===== config.mk =====
export PLATFORM = sky130hd
export DESIGN_NAME = pdmc_power_down_ctl
export DESIGN_NICKNAME = d
export VERILOG_FILES = /design/src/pdmc_pkg.sv /design/src/pdmc_ctl_if.sv /design/src/pdmc_clock_gate.sv /design/src/pdmc_power_down_ctl.sv
export SDC_FILE = /design/constraint.sdc
export NUM_CORES = 1
export LEC_CHECK = 0
export BUFFER_PORTS_ARGS = -buffer_cell sky130_fd_sc_hd__clkbuf_2
export CORE_MARGIN = 5
export CORE_UTILIZATION = 41
export CTS_CLUSTER_SIZE = 24
export DETAILED_ROUTE_END_ITERATION = 6
export PLACE_DENSITY = 0.87
export REMOVE_ABC_BUFFERS = 1
export SLEW_MARGIN = 20
export SYNTH_ARGS = -nofsm -noshare
export SYNTH_HDL_FRONTEND = slang
export SYNTH_SLANG_ARGS = --single-unit

===== constraint.sdc =====
create_clock -name i_clk -period 2.07 [get_ports i_clk]
set_input_delay 0.414 -clock i_clk [delete_from_list [all_inputs] [get_ports i_clk]]
set_output_delay 0.414 -clock i_clk [all_outputs]
set_load 0.02 [all_outputs]

===== src/pdmc_pkg.sv =====
// package: power-down mode control register map, field positions and modes
package pdmc_pkg;
    // ========================================================
    // register map (byte addresses, one aligned word each)
    localparam logic [31:0] PDMC_ADDR_STANDBY_CONTROL = 32'hffc00004;
    localparam logic [31:0] PDMC_ADDR_STANDBY_CONTROL_TWO = 32'hffc00010;
    localparam logic [31:0] PDMC_ADDR_MODE_STATUS = 32'hffc00020;
    // one-hot register selects out of the address decoder
    localparam logic [2:0] PDMC_SEL_NONE = 3'h0;
    localparam logic [2:0] PDMC_SEL_CONTROL = 3'h1;
    localparam logic [2:0] PDMC_SEL_CONTROL_TWO = 3'h2;
    localparam logic [2:0] PDMC_SEL_STATUS = 3'h4;

    // ========================================================
    // reset values and masks
    localparam logic [7:0] PDMC_CONTROL_RESET = 8'h00;
    localparam logic [7:0] PDMC_CONTROL_TWO_RESET = 8'h00;
    localparam logic [7:0] PDMC_CONTROL_TWO_WMASK = 8'h80;

    // ========================================================
    // field positions in standby_control / standby_control_two
    localparam int PDMC_BIT_STANDBY_SELECT = 7;
    localparam int PDMC_BIT_PIN_HIZ_IN_STANDBY = 6;
    localparam int PDMC_BIT_PIN_PULLUP_DISABLE = 5;
    localparam int PDMC_BIT_DMA_CLOCK_STOP = 4;
    localparam int PDMC_BIT_FIFO_SERIAL_CLOCK_STOP = 3;
    localparam int PDMC_BIT_TIMER_UNIT_CLOCK_STOP = 2;
    localparam int PDMC_BIT_REALTIME_CLOCK_STOP = 1;
    localparam int PDMC_BIT_FIRST_SERIAL_CLOCK_STOP = 0;
    localparam int PDMC_BIT_DEEP_SLEEP_SELECT = 7;
    localparam int PDMC_STOP_WIDTH = 5;

    // ========================================================
    // clock enable vector layout and its value after reset
    localparam int PDMC_EN_FIRST_SERIAL = 0;
    localparam int PDMC_EN_RTC_BUS = 1;
    localparam int PDMC_EN_TIMER_UNIT = 2;
    localparam int PDMC_EN_FIFO_SERIAL = 3;
    localparam int PDMC_EN_DMA = 4;
    localparam int PDMC_EN_CPU = 5;
    localparam int PDMC_EN_CLOCK_OUTPUT = 6;
    localparam logic [6:0] PDMC_EN_RESET = 7'h7f;

    // ========================================================
    // pin synchroniser layout: {manual_reset_n, irl, nmi}
    localparam int PDMC_PIN_NMI = 0;
    localparam int PDMC_PIN_IRL = 1;
    localparam int PDMC_PIN_MANUAL_RESET_N = 2;
    localparam logic [2:0] PDMC_PIN_SYNC_RESET = 3'h4;

    // ========================================================
    // bus constants
    localparam int PDMC_HTRANS_ACTIVE_BIT = 1;

    // power modes, one-hot
    typedef enum logic [3:0] {
        PDMC_MODE_RUN = 4'h1,
        PDMC_MODE_SLEEP = 4'h2,
        PDMC_MODE_DEEP_SLEEP = 4'h4,
        PDMC_MODE_STANDBY = 4'h8
    } pdmc_mode_t;
endpackage


===== src/pdmc_ctl_if.sv =====
// interface: power mode and module clock stop bits toward the clock gate
`timescale 1ns/1ps
`default_nettype none
interface pdmc_ctl_if import pdmc_pkg::*; ();
    pdmc_mode_t mode;
    logic [PDMC_STOP_WIDTH-1:0] stop;

    modport ctl (output mode, output stop);
    modport gate (input mode, input stop);
endinterface
`default_nettype wire


===== src/pdmc_clock_gate.sv =====
// module: registered clock enables for the cpu, peripherals and clock pin
`timescale 1ns/1ps
`default_nettype none
module pdmc_clock_gate import pdmc_pkg::*; (
    input wire logic i_clk,
    input wire logic i_rst,
    input wire logic i_ce,
    pdmc_ctl_if.gate ctl,
    output logic [6:0] o_en
);
    logic [6:0] en_q;
    logic run;
    logic deep;
    logic standby;

    // ========================================================
    // mode decode
    assign run = (ctl.mode == PDMC_MODE_RUN);
    assign deep = (ctl.mode == PDMC_MODE_DEEP_SLEEP);
    assign standby = (ctl.mode == PDMC_MODE_STANDBY);

    // ========================================================
    // enables, one cycle behind mode and stop bits
    always_ff @(posedge i_clk) begin
        if (i_rst) begin
            en_q <= PDMC_EN_RESET;
        end else if (i_ce) begin
            en_q[PDMC_EN_CPU] <= run;
            // clock pin stops only in standby
            en_q[PDMC_EN_CLOCK_OUTPUT] <= !standby;
            // dma clock stop, also halted in deep sleep
            en_q[PDMC_EN_DMA] <= !ctl.stop[PDMC_BIT_DMA_CLOCK_STOP]
                && !standby && !deep;
            // per-module clock stops, cleared bit restores
            en_q[PDMC_EN_FIFO_SERIAL] <=
                !ctl.stop[PDMC_BIT_FIFO_SERIAL_CLOCK_STOP] && !standby;
            en_q[PDMC_EN_TIMER_UNIT] <=
                !ctl.stop[PDMC_BIT_TIMER_UNIT_CLOCK_STOP] && !standby;
            en_q[PDMC_EN_FIRST_SERIAL] <=
                !ctl.stop[PDMC_BIT_FIRST_SERIAL_CLOCK_STOP] && !standby;
            // only the rtc bus clock; its counters run on their own
            en_q[PDMC_EN_RTC_BUS] <=
                !ctl.stop[PDMC_BIT_REALTIME_CLOCK_STOP] && !standby;
        end
    end

    assign o_en = en_q;
endmodule // pdmc_clock_gate
`default_nettype wire


===== src/pdmc_power_down_ctl.sv =====
// module: power-down mode controller with ahb-lite register slave
//
// Behaviour
// - halt with standby select 0 and no deep sleep enters sleep
// - halt with standby select 1 enters standby
// - halt with standby select 0 and deep sleep select 1 enters deep sleep
// - in sleep peripherals and clock output pin keep running
// - standby halts peripherals, cpu and clock output pin
// - nmi, irl, peripheral interrupt or reset leave the low power mode
// - pin hiz bit set floats peripheral pins during standby
// - pull-up disable bit 0 turns peripheral pin pull-ups on
// - control registers are 8 bit, cleared by reset or watchdog overflow
// - dma clock stop bit stops the dma controller clock
// - rtc stop bit stops rtc bus clock, counters keep counting
// - fifo serial, timer unit, first serial stop bits stop their clocks
// - both control registers mapped at their documented addresses
`timescale 1ns/1ps
`default_nettype none
module pdmc_power_down_ctl import pdmc_pkg::*; (
    input wire logic i_clk,
    input wire logic i_rst,
    input wire logic i_ce,
    input wire logic i_hsel,
    input wire logic [31:0] i_haddr,
    input wire logic [1:0] i_htrans,
    input wire logic i_hwrite,
    input wire logic [2:0] i_hsize,
    input wire logic [31:0] i_hwdata,
    input wire logic i_hready,
    output logic o_hreadyout,
    output logic o_hresp,
    output logic [31:0] o_hrdata,
    input wire logic i_halt_exec,
    input wire logic i_periph_irq,
    input wire logic i_wdt_overflow,
    input wire logic i_nmi,
    input wire logic i_irl_req,
    input wire logic i_manual_reset_n,
    output logic o_cpu_clk_en,
    output logic o_dma_clk_en,
    output logic o_fifo_serial_clk_en,
    output logic o_timer_unit_clk_en,
    output logic o_rtc_bus_clk_en,
    output logic o_first_serial_clk_en,
    output logic o_clock_output_en,
    output logic o_pin_hiz,
    output logic o_pin_pullup_en,
    output logic [3:0] o_mode,
    output logic o_wake_exception
);
    pdmc_ctl_if ctl_if ();

    logic bus_take;
    logic [2:0] sel_addr;
    logic wr_pend_q;
    logic [2:0] wr_sel_q;
    logic [7:0] ctl_q;
    logic [7:0] ctl_d;
    logic [7:0] two_q;
    logic [7:0] two_d;
    logic [31:0] hrdata_q;
    logic [31:0] hrdata_d;
    pdmc_mode_t mode_q;
    pdmc_mode_t mode_d;
    logic [2:0] s1_q;
    logic [2:0] s2_q;
    logic [2:0] s3_q;
    logic [2:0] pin_q;
    logic wake_irq;
    logic wake_rst;
    logic wake_exc_q;
    logic pin_hiz_q;
    logic [6:0] en;

    // ========================================================
    // address decode, whole word aligned compare
    function automatic logic [2:0] reg_decode(input logic [31:0] a);
        if (a[31:2] == PDMC_ADDR_STANDBY_CONTROL[31:2]) begin
            reg_decode = PDMC_SEL_CONTROL;
        end else if (a[31:2] == PDMC_ADDR_STANDBY_CONTROL_TWO[31:2]) begin
            reg_decode = PDMC_SEL_CONTROL_TWO;
        end else if (a[31:2] == PDMC_ADDR_MODE_STATUS[31:2]) begin
            reg_decode = PDMC_SEL_STATUS;
        end else begin
            reg_decode = PDMC_SEL_NONE;
        end
    endfunction

    // ========================================================
    // ahb-lite slave, zero wait states, always okay
    assign bus_take = i_hsel && i_htrans[PDMC_HTRANS_ACTIVE_BIT] && i_hready;
    assign sel_addr = reg_decode(i_haddr);
    assign o_hreadyout = 1'b1;
    assign o_hresp = 1'b0;
    assign o_hrdata = hrdata_q;

    // address phase captured; write performed in the data phase
    always_ff @(posedge i_clk) begin
        if (i_rst) begin
            wr_pend_q <= 1'b0;
            wr_sel_q <= PDMC_SEL_NONE;
        end else if (i_ce) begin
            wr_pend_q <= bus_take && i_hwrite;
            wr_sel_q <= sel_addr;
        end
    end

    // ========================================================
    // register next values; watchdog overflow beats a pending write
    always_comb begin
        ctl_d = ctl_q;
        two_d = two_q;
        if (i_wdt_overflow) begin
            ctl_d = PDMC_CONTROL_RESET;
            two_d = PDMC_CONTROL_TWO_RESET;
        end else if (wr_pend_q && wr_sel_q == PDMC_SEL_CONTROL) begin
            // byte lane 0 of the word
            ctl_d = i_hwdata[7:0];
        end else if (wr_pend_q && wr_sel_q == PDMC_SEL_CONTROL_TWO) begin
            // reserved bits stay zero whatever is written
            two_d = i_hwdata[7:0] & PDMC_CONTROL_TWO_WMASK;
        end
    end

    always_ff @(posedge i_clk) begin
        if (i_rst) begin
            ctl_q <= PDMC_CONTROL_RESET;
            two_q <= PDMC_CONTROL_TWO_RESET;
        end else if (i_ce) begin
            ctl_q <= ctl_d;
            two_q <= two_d;
        end
    end

    // read data uses next values so a write followed by a read of
    // the same register returns the new byte without a wait state
    always_comb begin
        hrdata_d = 32'h0000_0000;
        if (sel_addr == PDMC_SEL_CONTROL) begin
            hrdata_d = {24'h00_0000, ctl_d};
        end else if (sel_addr == PDMC_SEL_CONTROL_TWO) begin
            hrdata_d = {24'h00_0000, two_d};
        end else if (sel_addr == PDMC_SEL_STATUS) begin
            hrdata_d = {28'h000_0000, mode_q};
        end
    end

    always_ff @(posedge i_clk) begin
        if (i_rst) begin
            hrdata_q <= 32'h0000_0000;
        end else if (i_ce && bus_take && !i_hwrite) begin
            hrdata_q <= hrdata_d;
        end
    end

    // ========================================================
    // pin synchronisers: three stages, change taken when 2 and 3 agree
    always_ff @(posedge i_clk) begin
        if (i_rst) begin
            s1_q <= PDMC_PIN_SYNC_RESET;
            s2_q <= PDMC_PIN_SYNC_RESET;
            s3_q <= PDMC_PIN_SYNC_RESET;
            pin_q <= PDMC_PIN_SYNC_RESET;
        end else if (i_ce) begin
            s1_q <= {i_manual_reset_n, i_irl_req, i_nmi};
            s2_q <= s1_q;
            s3_q <= s2_q;
            pin_q <= (s2_q & ~(s2_q ^ s3_q)) | (pin_q & (s2_q ^ s3_q));
        end
    end

    // interrupt sources wake with exception handling; resets just wake
    assign wake_irq = pin_q[PDMC_PIN_NMI] || pin_q[PDMC_PIN_IRL]
        || i_periph_irq;
    assign wake_rst = !pin_q[PDMC_PIN_MANUAL_RESET_N] || i_wdt_overflow;

    // ========================================================
    // power mode state machine
    always_comb begin
        mode_d = mode_q;
        case (mode_q)
            PDMC_MODE_RUN: begin
                if (i_halt_exec) begin
                    if (ctl_q[PDMC_BIT_STANDBY_SELECT]) begin
                        // standby select wins over deep sleep
                        mode_d = PDMC_MODE_STANDBY;
                    end else if (two_q[PDMC_BIT_DEEP_SLEEP_SELECT]) begin
                        mode_d = PDMC_MODE_DEEP_SLEEP;
                    end else begin
                        mode_d = PDMC_MODE_SLEEP;
                    end
                end
            end
            PDMC_MODE_SLEEP, PDMC_MODE_DEEP_SLEEP, PDMC_MODE_STANDBY: begin
                if (wake_irq || wake_rst) begin
                    mode_d = PDMC_MODE_RUN;
                end
            end
            default: begin
                mode_d = PDMC_MODE_RUN;
            end
        endcase
        // a watchdog reset always lands in run
        if (i_wdt_overflow) begin
            mode_d = PDMC_MODE_RUN;
        end
    end

    always_ff @(posedge i_clk) begin
        if (i_rst) begin
            mode_q <= PDMC_MODE_RUN;
        end else if (i_ce) begin
            mode_q <= mode_d;
        end
    end

    // one-cycle pulse asks the cpu for exception handling
    always_ff @(posedge i_clk) begin
        if (i_rst) begin
            wake_exc_q <= 1'b0;
        end else if (i_ce) begin
            wake_exc_q <= (mode_q != PDMC_MODE_RUN) && wake_irq && !wake_rst;
        end
    end

    // ========================================================
    // pin control
    always_ff @(posedge i_clk) begin
        if (i_rst) begin
            pin_hiz_q <= 1'b0;
        end else if (i_ce) begin
            // float pins only in standby and only when asked
            pin_hiz_q <= (mode_q == PDMC_MODE_STANDBY)
                && ctl_q[PDMC_BIT_PIN_HIZ_IN_STANDBY];
        end
    end

    // pull-ups on while the disable bit is clear
    assign o_pin_pullup_en = !ctl_q[PDMC_BIT_PIN_PULLUP_DISABLE];
    assign o_pin_hiz = pin_hiz_q;
    assign o_mode = mode_q;
    assign o_wake_exception = wake_exc_q;

    // ========================================================
    // clock gate
    assign ctl_if.mode = mode_q;
    assign ctl_if.stop = ctl_q[PDMC_STOP_WIDTH-1:0];

    pdmc_clock_gate pdmc_clock_gate_inst (
        .i_clk(i_clk),
        .i_rst(i_rst),
        .i_ce(i_ce),
        .ctl(ctl_if.gate),
        .o_en(en)
    );
    assign o_cpu_clk_en = en[PDMC_EN_CPU];
    assign o_dma_clk_en = en[PDMC_EN_DMA];
    assign o_fifo_serial_clk_en = en[PDMC_EN_FIFO_SERIAL];
    assign o_timer_unit_clk_en = en[PDMC_EN_TIMER_UNIT];
    assign o_rtc_bus_clk_en = en[PDMC_EN_RTC_BUS];
    assign o_first_serial_clk_en = en[PDMC_EN_FIRST_SERIAL];
    assign o_clock_output_en = en[PDMC_EN_CLOCK_OUTPUT];
endmodule // pdmc_power_down_ctl
`default_nettype wire


* Yosys cells after proc, flatten, opt, wreduce, memory -nomap -nowiden
Index checks and enable logic that the tools add are counted.
Storage, ports and cells: register bits 77, bits of input ports 81, output and inout bits 48, logic and storage cells 83
Operators by class: eq/ne operators 15, multiplexer cells 17, bitwise logic cells 5, reduce and logical (&&, ||, !) cells 33
Operators by type and width (count):
- 30-bit == test, second input constant | 3
- 8-bit two-way mux | 7
- 4-bit two-way mux | 5
- 1-bit logical AND | 16
- 3-bit two-way mux | 4
- 1-bit zero test | 11
- 4-bit case mux with 2 select lines | 1
- 3-bit AND | 2
- 3-bit by 1-bit == test with 1-bit output, second input constant | 2
- 3-bit by 2-bit == test with 1-bit output, second input constant | 2
- 3-bit inequality test, second input constant | 2
- 4-bit by 1-bit == test with 1-bit output, second input constant | 1
- 4-bit by 2-bit == test with 1-bit output, second input constant | 1
- 4-bit by 3-bit == test with 1-bit output, second input constant | 1
- 4-bit == test, second input constant | 1
- 1-bit logical OR | 4
- 4-bit by 1-bit inequality test with 1-bit output, second input constant | 1
- 3-bit == test, second input constant | 1
- 3-bit NOT | 1
- 3-bit bitwise OR | 1
- 3-bit AND reduction | 1
- 3-bit OR reduction | 1
- 3-bit bitwise XOR | 1

* Longest topological paths before layout
Gate-level depths: netlist (run 1).
depth in word-level cells 8, gate-level depth with buffers 6, depth with buffers taken out 5

* By module
From an unflattened synthesis (run 1), not the netlist that was laid out.
Unflattened totals: cell total of the unflattened synthesis 300, area total of the unflattened synthesis 2717.6 um2
By module, submodules not included:
- pdmc_power_down_ctl | times used 1, cells an instance 269, area an instance 2398.6 um2, sequential area each 920.9 um2
- pdmc_clock_gate | times used 1, cells an instance 31, area an instance 319.1 um2, sequential area each 140.1 um2

* Least setup slack after synthesis (run 1)
Ideal clock, no wire load.
kind input -> register, start in i_haddr[9], end reg hrdata_q[6], in the netlist o_hrdata[6], library setup time 0.088 ns, arrival time 2.083 ns, required time 1.982 ns, slack -0.101 ns, cell stages on the path 6, buffers on the path 1, cells stage by stage nor4_2 > nand4_1 > or3_4 > buf_6 > or4_4 > a311oi_2
Between the ends: longest elaborated chain between the ends 7, elaborated cells on any way between the ends 10, classes of those cells eq/ne: 5; mux: 5
Ends and longest elaborated chain:
- start, declared | RTL line pdmc_power_down_ctl.sv:24 | input wire logic [31:0] i_haddr,
- 30-bit == test | RTL line pdmc_power_down_ctl.sv:82 | end else if (a[31:2] == PDMC_ADDR_MODE_STATUS[31:2]) begin
- 3-bit two-way mux | RTL line pdmc_power_down_ctl.sv:82
- 3-bit two-way mux | RTL line pdmc_power_down_ctl.sv:80 | end else if (a[31:2] == PDMC_ADDR_STANDBY_CONTROL_TWO[31:2]) begin
- 3-bit two-way mux (*) | RTL line pdmc_power_down_ctl.sv:78 | if (a[31:2] == PDMC_ADDR_STANDBY_CONTROL[31:2]) begin
- 3-bit by 2-bit == test with 1-bit output | RTL line pdmc_power_down_ctl.sv:141 | end else if (sel_addr == PDMC_SEL_CONTROL_TWO) begin
- 8-bit two-way mux | RTL line pdmc_power_down_ctl.sv:141
- 8-bit two-way mux (*) | RTL line pdmc_power_down_ctl.sv:139 | if (sel_addr == PDMC_SEL_CONTROL) begin
- end signal, assigned | RTL line pdmc_power_down_ctl.sv:152 | hrdata_q <= hrdata_d;
- end, declared | RTL line pdmc_power_down_ctl.sv:61 | logic [31:0] hrdata_q;
Mark *: on every way between the ends. The rest lies on a longest branch, timed or not. A chain may end at the register's enable or synchronous reset.

* Worst setup path after layout (run 1)
start in i_haddr[3], end reg hrdata_q[5], in the netlist o_hrdata[5]
Same word-level chain as after synthesis.

==> results of run 1 <==
[worst paths after layout]
kind / start / endpoint / slack, ns / cells after the start
worst max register to register: wr_pend_q / o_hrdata[7] / 0.25 / 5
worst min-delay path: i_manual_reset_n / s1_q[2] / 0.31 / 2
worst min register to register: s1_q[2] / s2_q[2] / 0.47 / 1
worst max-delay path: i_haddr[3] / o_hrdata[5] / 0.13 / 6
[area by class of cell]
type / instances / share of cell area
Inverter: 4 / 0.00488
Sequential cell: 53 / 0.345
Timing Repair Buffer: 84 / 0.155
Clock buffer: 6 / 0.0269
Clock inverter: 2 / 0.00448
Multi-Input combinational cell: 222 / 0.434
Tap cell: 75 / 0.0305
[report_power, final]
part / switching, W / total, W / internal (W) / leakage (nW)
clock: 0.000345 / 0.000617 / 0.000272 / 0.0512
sequential: 0.0000155 / 0.00105 / 0.00104 / 0.430
combinational: 0.000158 / 0.000255 / 0.0000972 / 0.816
[registers in the layout (all words and copies together) (netlist names), named ones only]
| signal | cells |
|---|---|
| o_wake_exception | 1 |
| o_mode | 4 |
| pdmc_clock_gate_inst.o_en | 7 |
| s1_q | 3 |
| wr_pend_q | 1 |
| s3_q | 3 |
| two_q | 8 |
| s2_q | 3 |
| ctl_q | 8 |
| wr_sel_q | 3 |
| o_pin_hiz | 1 |
| o_hrdata | 8 |
[timing repair]
action,4_1_cts,5_1_grt
hold endpoints to repair,0,0
gates resized for setup,0,1
setup endpoints to repair,0,1
[cells by family after synthesis]
kind of cell              count (synthesis)  synth area share
AOI/OAI and AO/OA                        66             0.163
xor gates and xnor gates                  1           0.00341
buffers and inverters                    45             0.107
DFF                                      53             0.413
muxes                                    18            0.0702
other                                     2           0.00293
and+or+nand+nor                         111             0.240
[per-layer routing]
layer / up-vias / part of all wire / global-route usage
met1: 1074 / 0.41 / 0.193
met5: - / 0 / 0
met4: 0 / 0.0044 / 0.0419
met3: 5 / 0.10 / 0.0359
met2: 88 / 0.49 / 0.279
li1: 1143 / - / -
[layout by cell type (no fill, tap or decap), types with 3 or more instances in the layout]
cell type  netlist  final
a211o_1          4      4
a21oi_1         32     32
a2bb2oi_1        4      4
and2_1           8      8
buf_4           26     10
clkbuf_2         0     72
clkbuf_8         0      6
conb_1           2     26
dfxtp_1         53     53
inv_1            3      3
mux2i_1         18     18
nand2_1         16     16
nand2b_1         6      6
nand3_1          5      5
nor2_1          32     32
nor2b_1          4      4
nor3_1          15     15
o21ai_0         11     11
o31ai_1          4      4
or4_1            3      3
[cell usage after synthesis, types with 2 or more instances]
cell type	instances	area share
nor3b_1	2	0.0058
nand3b_1	2	0.0058
inv_1	3	0.0044
and2_1	8	0.019
nor4b_1	2	0.0068
o31ai_1	4	0.012
a21o_1	2	0.0058
o21bai_1	2	0.0058
or4_1	3	0.0088
dfxtp_1	53	0.41
buf_1	2	0.0029
a211o_1	4	0.014
mux2i_1	18	0.070
a2bb2oi_1	4	0.014
a311oi_1	2	0.0068
nand2b_1	6	0.015
and3_1	2	0.0049
a21oi_1	32	0.062
nor3_1	15	0.029
nand3_1	5	0.0097
nor2b_1	4	0.0097
nor4bb_1	2	0.0078
conb_1	2	0.0029
nor4_2	2	0.0097
clkbuf_1	11	0.016
nand2_1	16	0.023
nor2_1	32	0.047
o21ai_0	11	0.021
buf_4	26	0.076
[stage by stage]
step / instances / setup slack [ns] / cell area [sq um]
after floorplan: 279 / -0.472 / 2400
after global placement: 438 / -0.213 / 2970
after detailed placement: 438 / -0.227 / 2970
after CTS: 446 / 0.0907 / 3070
after global routing: 446 / 0.0156 / 3080
final: 446 / 0.128 / 3080
==> flow_summary_export.csv, run 1 <==
group,metric,value,unit
floorplanning,core_area,5990,sq um
placement,hpwl,4920,um
timing,rsz0062_at_grt,"no",
placement,globalplace.congestion,0.859,
floorplanning,die_height,89.1,um
global_routing,grt_pass1_vias,2188,
layout,nFillCells,558,
global_routing,grt_use_total,0.158,
timing,fin_setup_tns,0,ns
timing,setup_viol,0,
setup_path,worstPathBufferInverterCount,1,
routing,viasPerCell,5.18,
cts,clock_sinks,53,
yosys,yosys.cell_types.count,48,
floorplanning,die_w,89.1,um
yosys,seq_area_frac_synth,0.413,
routing,wl,6350,um
timing,fin_crit,1.94,ns
timing,hold_viol_final,0,
floorplanning,num_rows,28,
flow_run,cap_violations,0,
setup_path,critPathRequiredTime,2.30,ns
routing,final_antenna_net_count,0,
timing,worstMarginPinSlew,0.544,ns
global_routing,antenna_found_initial,0,
setup_path,start_kind,"input pin",
cts,clk_pin_slew,0.10,ns
cts,clk_latency,0.31,ns
run_status,status,"finished, final reports clean",
setup_path,path_cells,"clkbuf_2 > nor4_2 > nand4_1 > or3_4 > or4_1 > a311oi_1",
cts,max-clock-path-buffers,2,
setup_path,max_stage_delay,0.52,ns
routing,drtPass1Iterations,4,
power,cellLeakagePower,1.30,nW
layout,syn_to_final_growth,19.8,%
cts,htreeDepth,2,
timing,finalMaxSlewViolations,0,
setup_path,cpLargestDelayFamily,"simple AND/OR/NAND/NOR gates",
layout,seq_area,1060,sq um
floorplanning,ios,129,
layout,multiInputGateArea,1330,sq um
global_routing,grt.overflow.total,0,
timing,fin_skew,0.0140,ns
global_routing,grt_pass1_wl,9900,um
floorplanning,dieArea,7950,sq um
power,total_power,0.00193,W
yosys,ys_async_sr_fraction,0,
power,p_per_area,627,nW/um^2
cts,cts_hold_buf,0,
cts,cts_root_buffer,"clkbuf_8",
layout,drive_above_1_share,0.280,
routing,drt_iter0_markers,105,
timing,max_slew_margin,0.637,
setup_path,worst-setup-path-type,"in2reg",
routing,routedWlPerCell,14.2,um
placement,port-buffer-count,72,
yosys,yosys_register_bits,53,
setup_path,worstPathArrival,2.17,ns
yosys,synth_edf_count,0,
power,peakVddDrop,436,uV
routing,route.vias.total,2310,
yosys,syn_area,2570,sq um
cts,cts_buffers,5,
layout,postLayoutCoreUtil,0.513,
cts,cts_tree,"yes",
floorplanning,initial_utilization,0.429,
setup_path,cp-end-kind,"flop",
yosys,syn_inst,296,
timing,max_freq,515,MHz
timing,finalCritPeriodShare,0.938,
yosys,ys.flop_type,"dfxtp_1",
cts,post_cts_buffers,0,
yosys,yosysWarnings,0,
timing,hold_slack,0.309,ns
layout,nets,451,
routing,drc_errors,0,
global_routing,grt_max_degree,30,
worst_hold_path,hold_class,"in2reg",
layout,diodes,0,
yosys,avgSynthCellArea,8.67,sq um
setup_path,crit_fanout,9,
setup_path,slowest_stage,"or4_1",
No activity file was read; power rests on OpenSTA's default activity.
==> inputs of run 2 (changes only) <==
CORE_UTILIZATION = 42   (was 41)
SYNTH_HIERARCHICAL = 1   (was default)
==> run 2 against run 1 <==
Setup slack gained 0.36 ns. Routed wire length grew 0.65%. Clock skew shrank 0.0047 ns. Critical endpoint is now pdmc_clock_gate_inst/o_en[0].
==> flow_summary_export.csv, run 2 <==
group,metric,value,unit
run_status,status,"finished, final reports clean",
cts,max-clock-path-buffers,2,
yosys,yosys.area.top_type,"dfxtp_1",
global_routing,grt_max_degree,29,
placement,place_area,3050,sq um
timing,fin_setup_tns,0,ns
worst_hold_path,hold_class,"in2reg",
setup_path,worstPathArrival,1.78,ns
timing,setup_viol,0,
timing,fin_skew,0.00923,ns
layout,nFillCells,600,
layout,drive_above_1_share,0.278,
power,switching_share,0.258,
yosys,synth_edf_count,0,
yosys,yosys_register_bits,53,
yosys,synth.most_common_cell,"dfxtp_1",
cts,cts_buffers,5,
timing,max_freq,631,MHz
cts,cts_resized,0,
setup_path,worst-setup-path-type,"reg2reg",
layout,nets,452,
timing,finalMaxSlewViolations,0,
power,power_frac_comb,0.130,
power,p_per_area,595,nW/um^2
yosys,syn_inst,300,
layout,finalInstanceArea,3140,sq um
yosys,avgSynthCellArea,9.06,sq um
yosys,synth_area_leaders,"dfxtp_1 (39%), buf_4 (7.5%), mux2i_1 (6.6%)",
setup_path,crit_fanout,10,
floorplanning,dieArea,8180,sq um
timing,hold_slack,0.343,ns
yosys,synth_common_cells,"dfxtp_1 (53), nor2_1 (32), buf_4 (27)",
placement,post-place-cells,441,
routing,routedWlPerCell,14.3,um
layout,mostFrequentLayoutCells,"clkbuf_2 (72), dfxtp_1 (53), nor2_1 (32)",
power,total_power,0.00187,W
setup_path,start_kind,"flop",
routing,drc_errors,0,
layout,final_common_cell,"clkbuf_2",
timing,rsz0062_at_grt,"no",
cts,clk_pin_slew,0.09,ns
timing,hold_viol_final,0,
layout,diodes,0,
routing,wl,6390,um
routing,drt_iter0_markers,147,
global_routing,grt_use_total,0.152,
routing,final_antenna_net_count,0,
global_routing,antenna_found_initial,0,
layout,layout.cells.non_filler,448,
cts,cts_hold_buf,0,
power,switching_power,0.000481,W
layout,seq_area,1060,sq um
layout,syn_to_final_growth,15.4,%
timing,fin_crit,1.58,ns
floorplanning,die_height,90.4,um
flow_run,cap_violations,0,
placement,hpwl,4940,um
cts,cts_tree,"yes",
global_routing,grt_pass1_wl,10800,um
yosys,ys_async_sr_fraction,0,
cts,clock_sinks,53,
floorplanning,die_w,90.4,um
cts,htreeDepth,2,
power,cellLeakagePower,1.33,nW
cts,cts_root_buffer,"clkbuf_8",
yosys,yosysWarnings,6,
routing,drtPass1Iterations,4,
power,pwr-share-seq,0.561,
placement,port-buffer-count,72,
routing,viasPerCell,5.33,
global_routing,grt.overflow.total,0,
placement,globalplace.congestion,0.855,
yosys,seq_area_frac_synth,0.390,
cts,clk_latency,0.30,ns
power,p_int,0.00139,W
setup_path,cp-end-kind,"flop",
yosys,yosys.cell_types.count,54,
floorplanning,core_area,6310,sq um
yosys,syn_area,2720,sq um
routing,route.vias.total,2387,
cts,post_cts_buffers,0,
timing,finalCritPeriodShare,0.766,
power,peakVddDrop,297,uV
global_routing,grt_pass1_vias,2366,
floorplanning,num_rows,29,
floorplanning,ios,129,
yosys,yosysTopAreaCellShare,0.390,
setup_path,critPathRequiredTime,2.27,ns
floorplanning,initial_utilization,0.430,
power,clkPwrFrac,0.310,
layout,multiInputGateArea,1460,sq um
yosys,ys.flop_type,"dfxtp_1",
[run 2: power groups by stage]
stage | Combinational [W] | Clock, W | Sequential, W
after floorplan | 0.000114 | 0 | 0.00108
after global placement | 0.000236 | 0 | 0.00107
after detailed placement | 0.000240 | 0 | 0.00107
after CTS | 0.000241 | 0.000594 | 0.00105
after global routing | 0.000264 | 0.000635 | 0.00105
final | 0.000242 | 0.000578 | 0.00105
[run 2: logic make-up (layout without fill, tap and decap cells)]
| logic type | after synthesis | in the layout | share of synthesized area |
|---|---|---|---|
| AND/OR/NAND/NOR | 120 | 120 | 0.276 |
| AO/OA/AOI/OAI | 57 | 57 | 0.148 |
| flip-flops | 53 | 53 | 0.390 |
| buffers and inverters | 47 | 94 | 0.106 |
| multiplexers | 19 | 19 | 0.0704 |
| other | 2 | 26 | 0.00276 |
| XOR/XNOR | 2 | 2 | 0.00645 |
[run 2: cell type report]
class | count | area share
Multi-Input combinational cell | 224 | 0.465
Tap cell | 77 | 0.0307
Timing Repair Buffer | 77 | 0.127
Inverter | 10 | 0.0120
Clock buffer | 7 | 0.0275
Sequential cell | 53 | 0.338
[run 2: final timing paths]
kind               startpoint                            to  slack (ns)  cells past startpoint
max                 o_mode[3]  pdmc_clock_gate_inst/o_en[0]        0.49                      2
min          i_manual_reset_n                       s1_q[2]        0.34                      3
max reg2reg         o_mode[3]  pdmc_clock_gate_inst/o_en[0]        0.49                      2
min reg2reg       o_hrdata[2]                   o_hrdata[2]        0.46                      2
[run 2: stage by stage]
stage	setup WS, ns	utilization
4_1_cts	0.481	0.497
3_3_place_gp	0.371	0.483
6_report	0.485	0.497
5_1_grt	0.330	0.497
2_1_floorplan	0.489	-
3_5_place_dp	0.350	0.483
[run 2: metal layers]
metal | GRT usage | up-vias | part of all wire
met3 | 0.0492 | 7 | 0.088
li1 | - | 1185 | -
met2 | 0.266 | 94 | 0.48
met1 | 0.180 | 1101 | 0.42
met4 | 0.0360 | 0 | 0.0092
met5 | 0 | - | 0
[run 2: critical path: stages (launching register included)]
cell     delay [ns]
dfxtp_1        0.57
or4b_4         0.56
a311o_1        0.37
==> inputs of run 3 (changes only) <==
CORE_UTILIZATION = 43   (was 42)
PLACE_DENSITY = 0.86   (was 0.87)
clock period = 1.6 ns   (was 2.07 ns; I/O delays follow)
==> run 3 against run 2 <==
Setup slack lost 0.38 ns. Clock power up 58%. Maximum frequency increased by 6.1%. Design area increased by 4.6%. Sequential power increased by 29%. Routed wire length rose by 2.9%. Critical endpoint is now o_mode[2].
==> flow_summary_export.csv, run 3 (same netlist as run 2, synthesis figures left out) <==
group,metric,value,unit
power,power_frac_comb,0.129,
global_routing,grt.overflow.total,0,
timing,max_freq,670,MHz
timing,fin_skew,0.00799,ns
cts,cts_tree,"yes",
power,cellLeakagePower,1.40,nW
setup_path,start_kind,"flop",
power,pwr-share-seq,0.520,
power,switching_share,0.258,
global_routing,grt_pass1_vias,2373,
placement,preCtsSetupSlack,-0.0244,ns
worst_hold_path,whs_path_depth,3,
routing,drtPass1Iterations,4,
floorplanning,die_w,89.5,um
routing,wl,6570,um
cts,clk_pin_slew,0.09,ns
cts,post_cts_buffers,0,
cts,cts_root_buffer,"clkbuf_8",
cts,clk_latency,0.32,ns
setup_path,slowest_stage,"or4b_4",
floorplanning,ios,129,
routing,drc_errors,0,
routing,viasPerCell,5.39,
timing,worstMarginPinSlew,0.492,ns
floorplanning,initial_utilization,0.435,
setup_path,cp-end-kind,"flop",
floorplanning,dieArea,8010,sq um
timing,rsz0062_at_grt,"no",
layout,final_common_cell,"clkbuf_2",
power,peakVddDrop,465,uV
floorplanning,core_area,6240,sq um
worst_hold_path,hold_start,"i_manual_reset_n",
setup_path,reg2reg_depth,5,
power,p_per_area,794,nW/um^2
setup_path,critPathRequiredTime,1.86,ns
cts,cts_hold_buf,0,
placement,hpwl,5100,um
setup_path,r2r_end,"o_mode[2]",
setup_path,cpLargestDelayFamily,"simple AND/OR/NAND/NOR gates",
power,p_int,0.00193,W
timing,fin_crit,1.49,ns
placement,globalplace.congestion,0.826,
worst_hold_path,hold_class,"in2reg",
worst_hold_path,min_to,"s1_q[2]",
routing,final_antenna_net_count,0,
layout,syn_to_final_growth,20.7,%
global_routing,grt_use_total,0.166,
cts,clock_sinks,53,
timing,hold_viol_final,0,
layout,nets,461,
setup_path,worstPathArrival,1.75,ns
routing,routedWlPerCell,14.4,um
layout,finalInstanceArea,3280,sq um
setup_path,worstPathBufferInverterCount,0,
timing,finalWorstSetupSlack,0.107,ns
cts,max-clock-path-buffers,2,
run_status,status,"finished, final reports clean",
layout,drive_above_1_share,0.312,
global_routing,grt_pass1_wl,10400,um
layout,diodes,0,
setup_path,worst-setup-path-type,"reg2reg",
setup_path,reg2reg_slack,0.11,ns
routing,route.vias.total,2470,
placement,place_area,3140,sq um
routing,drt_iter0_markers,118,
timing,max_slew_margin,0.670,
placement,port-buffer-count,72,
setup_path,path_cells,"or4b_4 > nor2_4 > nand3_2 > nor3_1 > a31o_1",
timing,hold_slack,0.230,ns
cts,htreeDepth,2,
power,clkPwrFrac,0.352,
floorplanning,die_height,89.5,um
timing,finalCritPeriodShare,0.933,
power,switching_power,0.000671,W
setup_path,crit_fanout,8,
global_routing,grt_max_degree,41,
flow_run,cap_violations,0,
layout,mostFrequentLayoutCells,"clkbuf_2 (72), dfxtp_1 (51), nor2_1 (32)",
setup_path,max_stage_delay,0.58,ns
timing,setup_viol,0,
cts,cts_buffers,5,
cts,cts_resized,0,
timing,finalMaxSlewViolations,0,
global_routing,antenna_found_initial,0,
setup_path,reg2reg_from,"o_mode[1]",
floorplanning,num_rows,29,
layout,nFillCells,574,
-- run 3: layout make-up --
| class | instances | area (sq um) | share of cell area |
|---|---|---|---|
| multi-input cells | 224 | 1480 | 0.452 |
| flip-flops and latches | 53 | 1060 | 0.324 |
| repair buffers | 86 | 490 | 0.150 |
| well taps | 77 | 96.3 | 0.0294 |
| clock buffers | 6 | 72.6 | 0.0221 |
| clock inverters | 2 | 38.8 | 0.0118 |
| inverters | 10 | 37.5 | 0.0114 |
-- run 3: worst max path at each step --
stage                      from           to  slack [ns]  cells after the start
floorplan           wr_sel_q[2]  o_hrdata[7]        0.02                      4
global placement     i_haddr[9]  o_hrdata[4]       0.008                      6
CTS                   o_mode[1]    o_mode[1]        0.03                      5
finish                o_mode[1]    o_mode[2]        0.11                      5
detailed placement   i_haddr[3]  wr_sel_q[0]       -0.02                      6
global route          wr_pend_q  o_hrdata[6]       0.008                      6
-- run 3: routing by layer --
layer	up-vias	part of all wire	wire, um	track usage
met5	-	0	0	0
met1	1155	0.41	2710	0.200
met3	15	0.085	559	0.0350
met4	0	0.022	147	0.0785
li1	1198	-	-	-
met2	102	0.48	3160	0.281
-- run 3: worst register-to-register path, cell delays in order (launching register included) --
cell and delay (ns):
dfxtp_2 0.38, or4b_4 0.58, nor2_4 0.13, nand3_2 0.10, nor3_1 0.14, a31o_1 0.11
-- run 3: power groups by stage --
stage               sequential [W]  combinational, W  clock (W)
CTS                        0.00135          0.000333   0.000929
global placement           0.00138          0.000323          0
finish                     0.00135          0.000335   0.000916
global route               0.00136          0.000366   0.000980
detailed placement         0.00138          0.000331          0
floorplan                  0.00140          0.000147          0
-- run 3: per-stage QoR --
step,setup TNS [ns],std cells,total power (W),util
floorplan,0,287,0.00154,-
global placement,0,450,0.00171,0.504
detailed placement,-0.0484,450,0.00171,0.504
CTS,0,458,0.00261,0.521
global route,0,458,0.00270,0.526
finish,0,458,0.00260,0.526
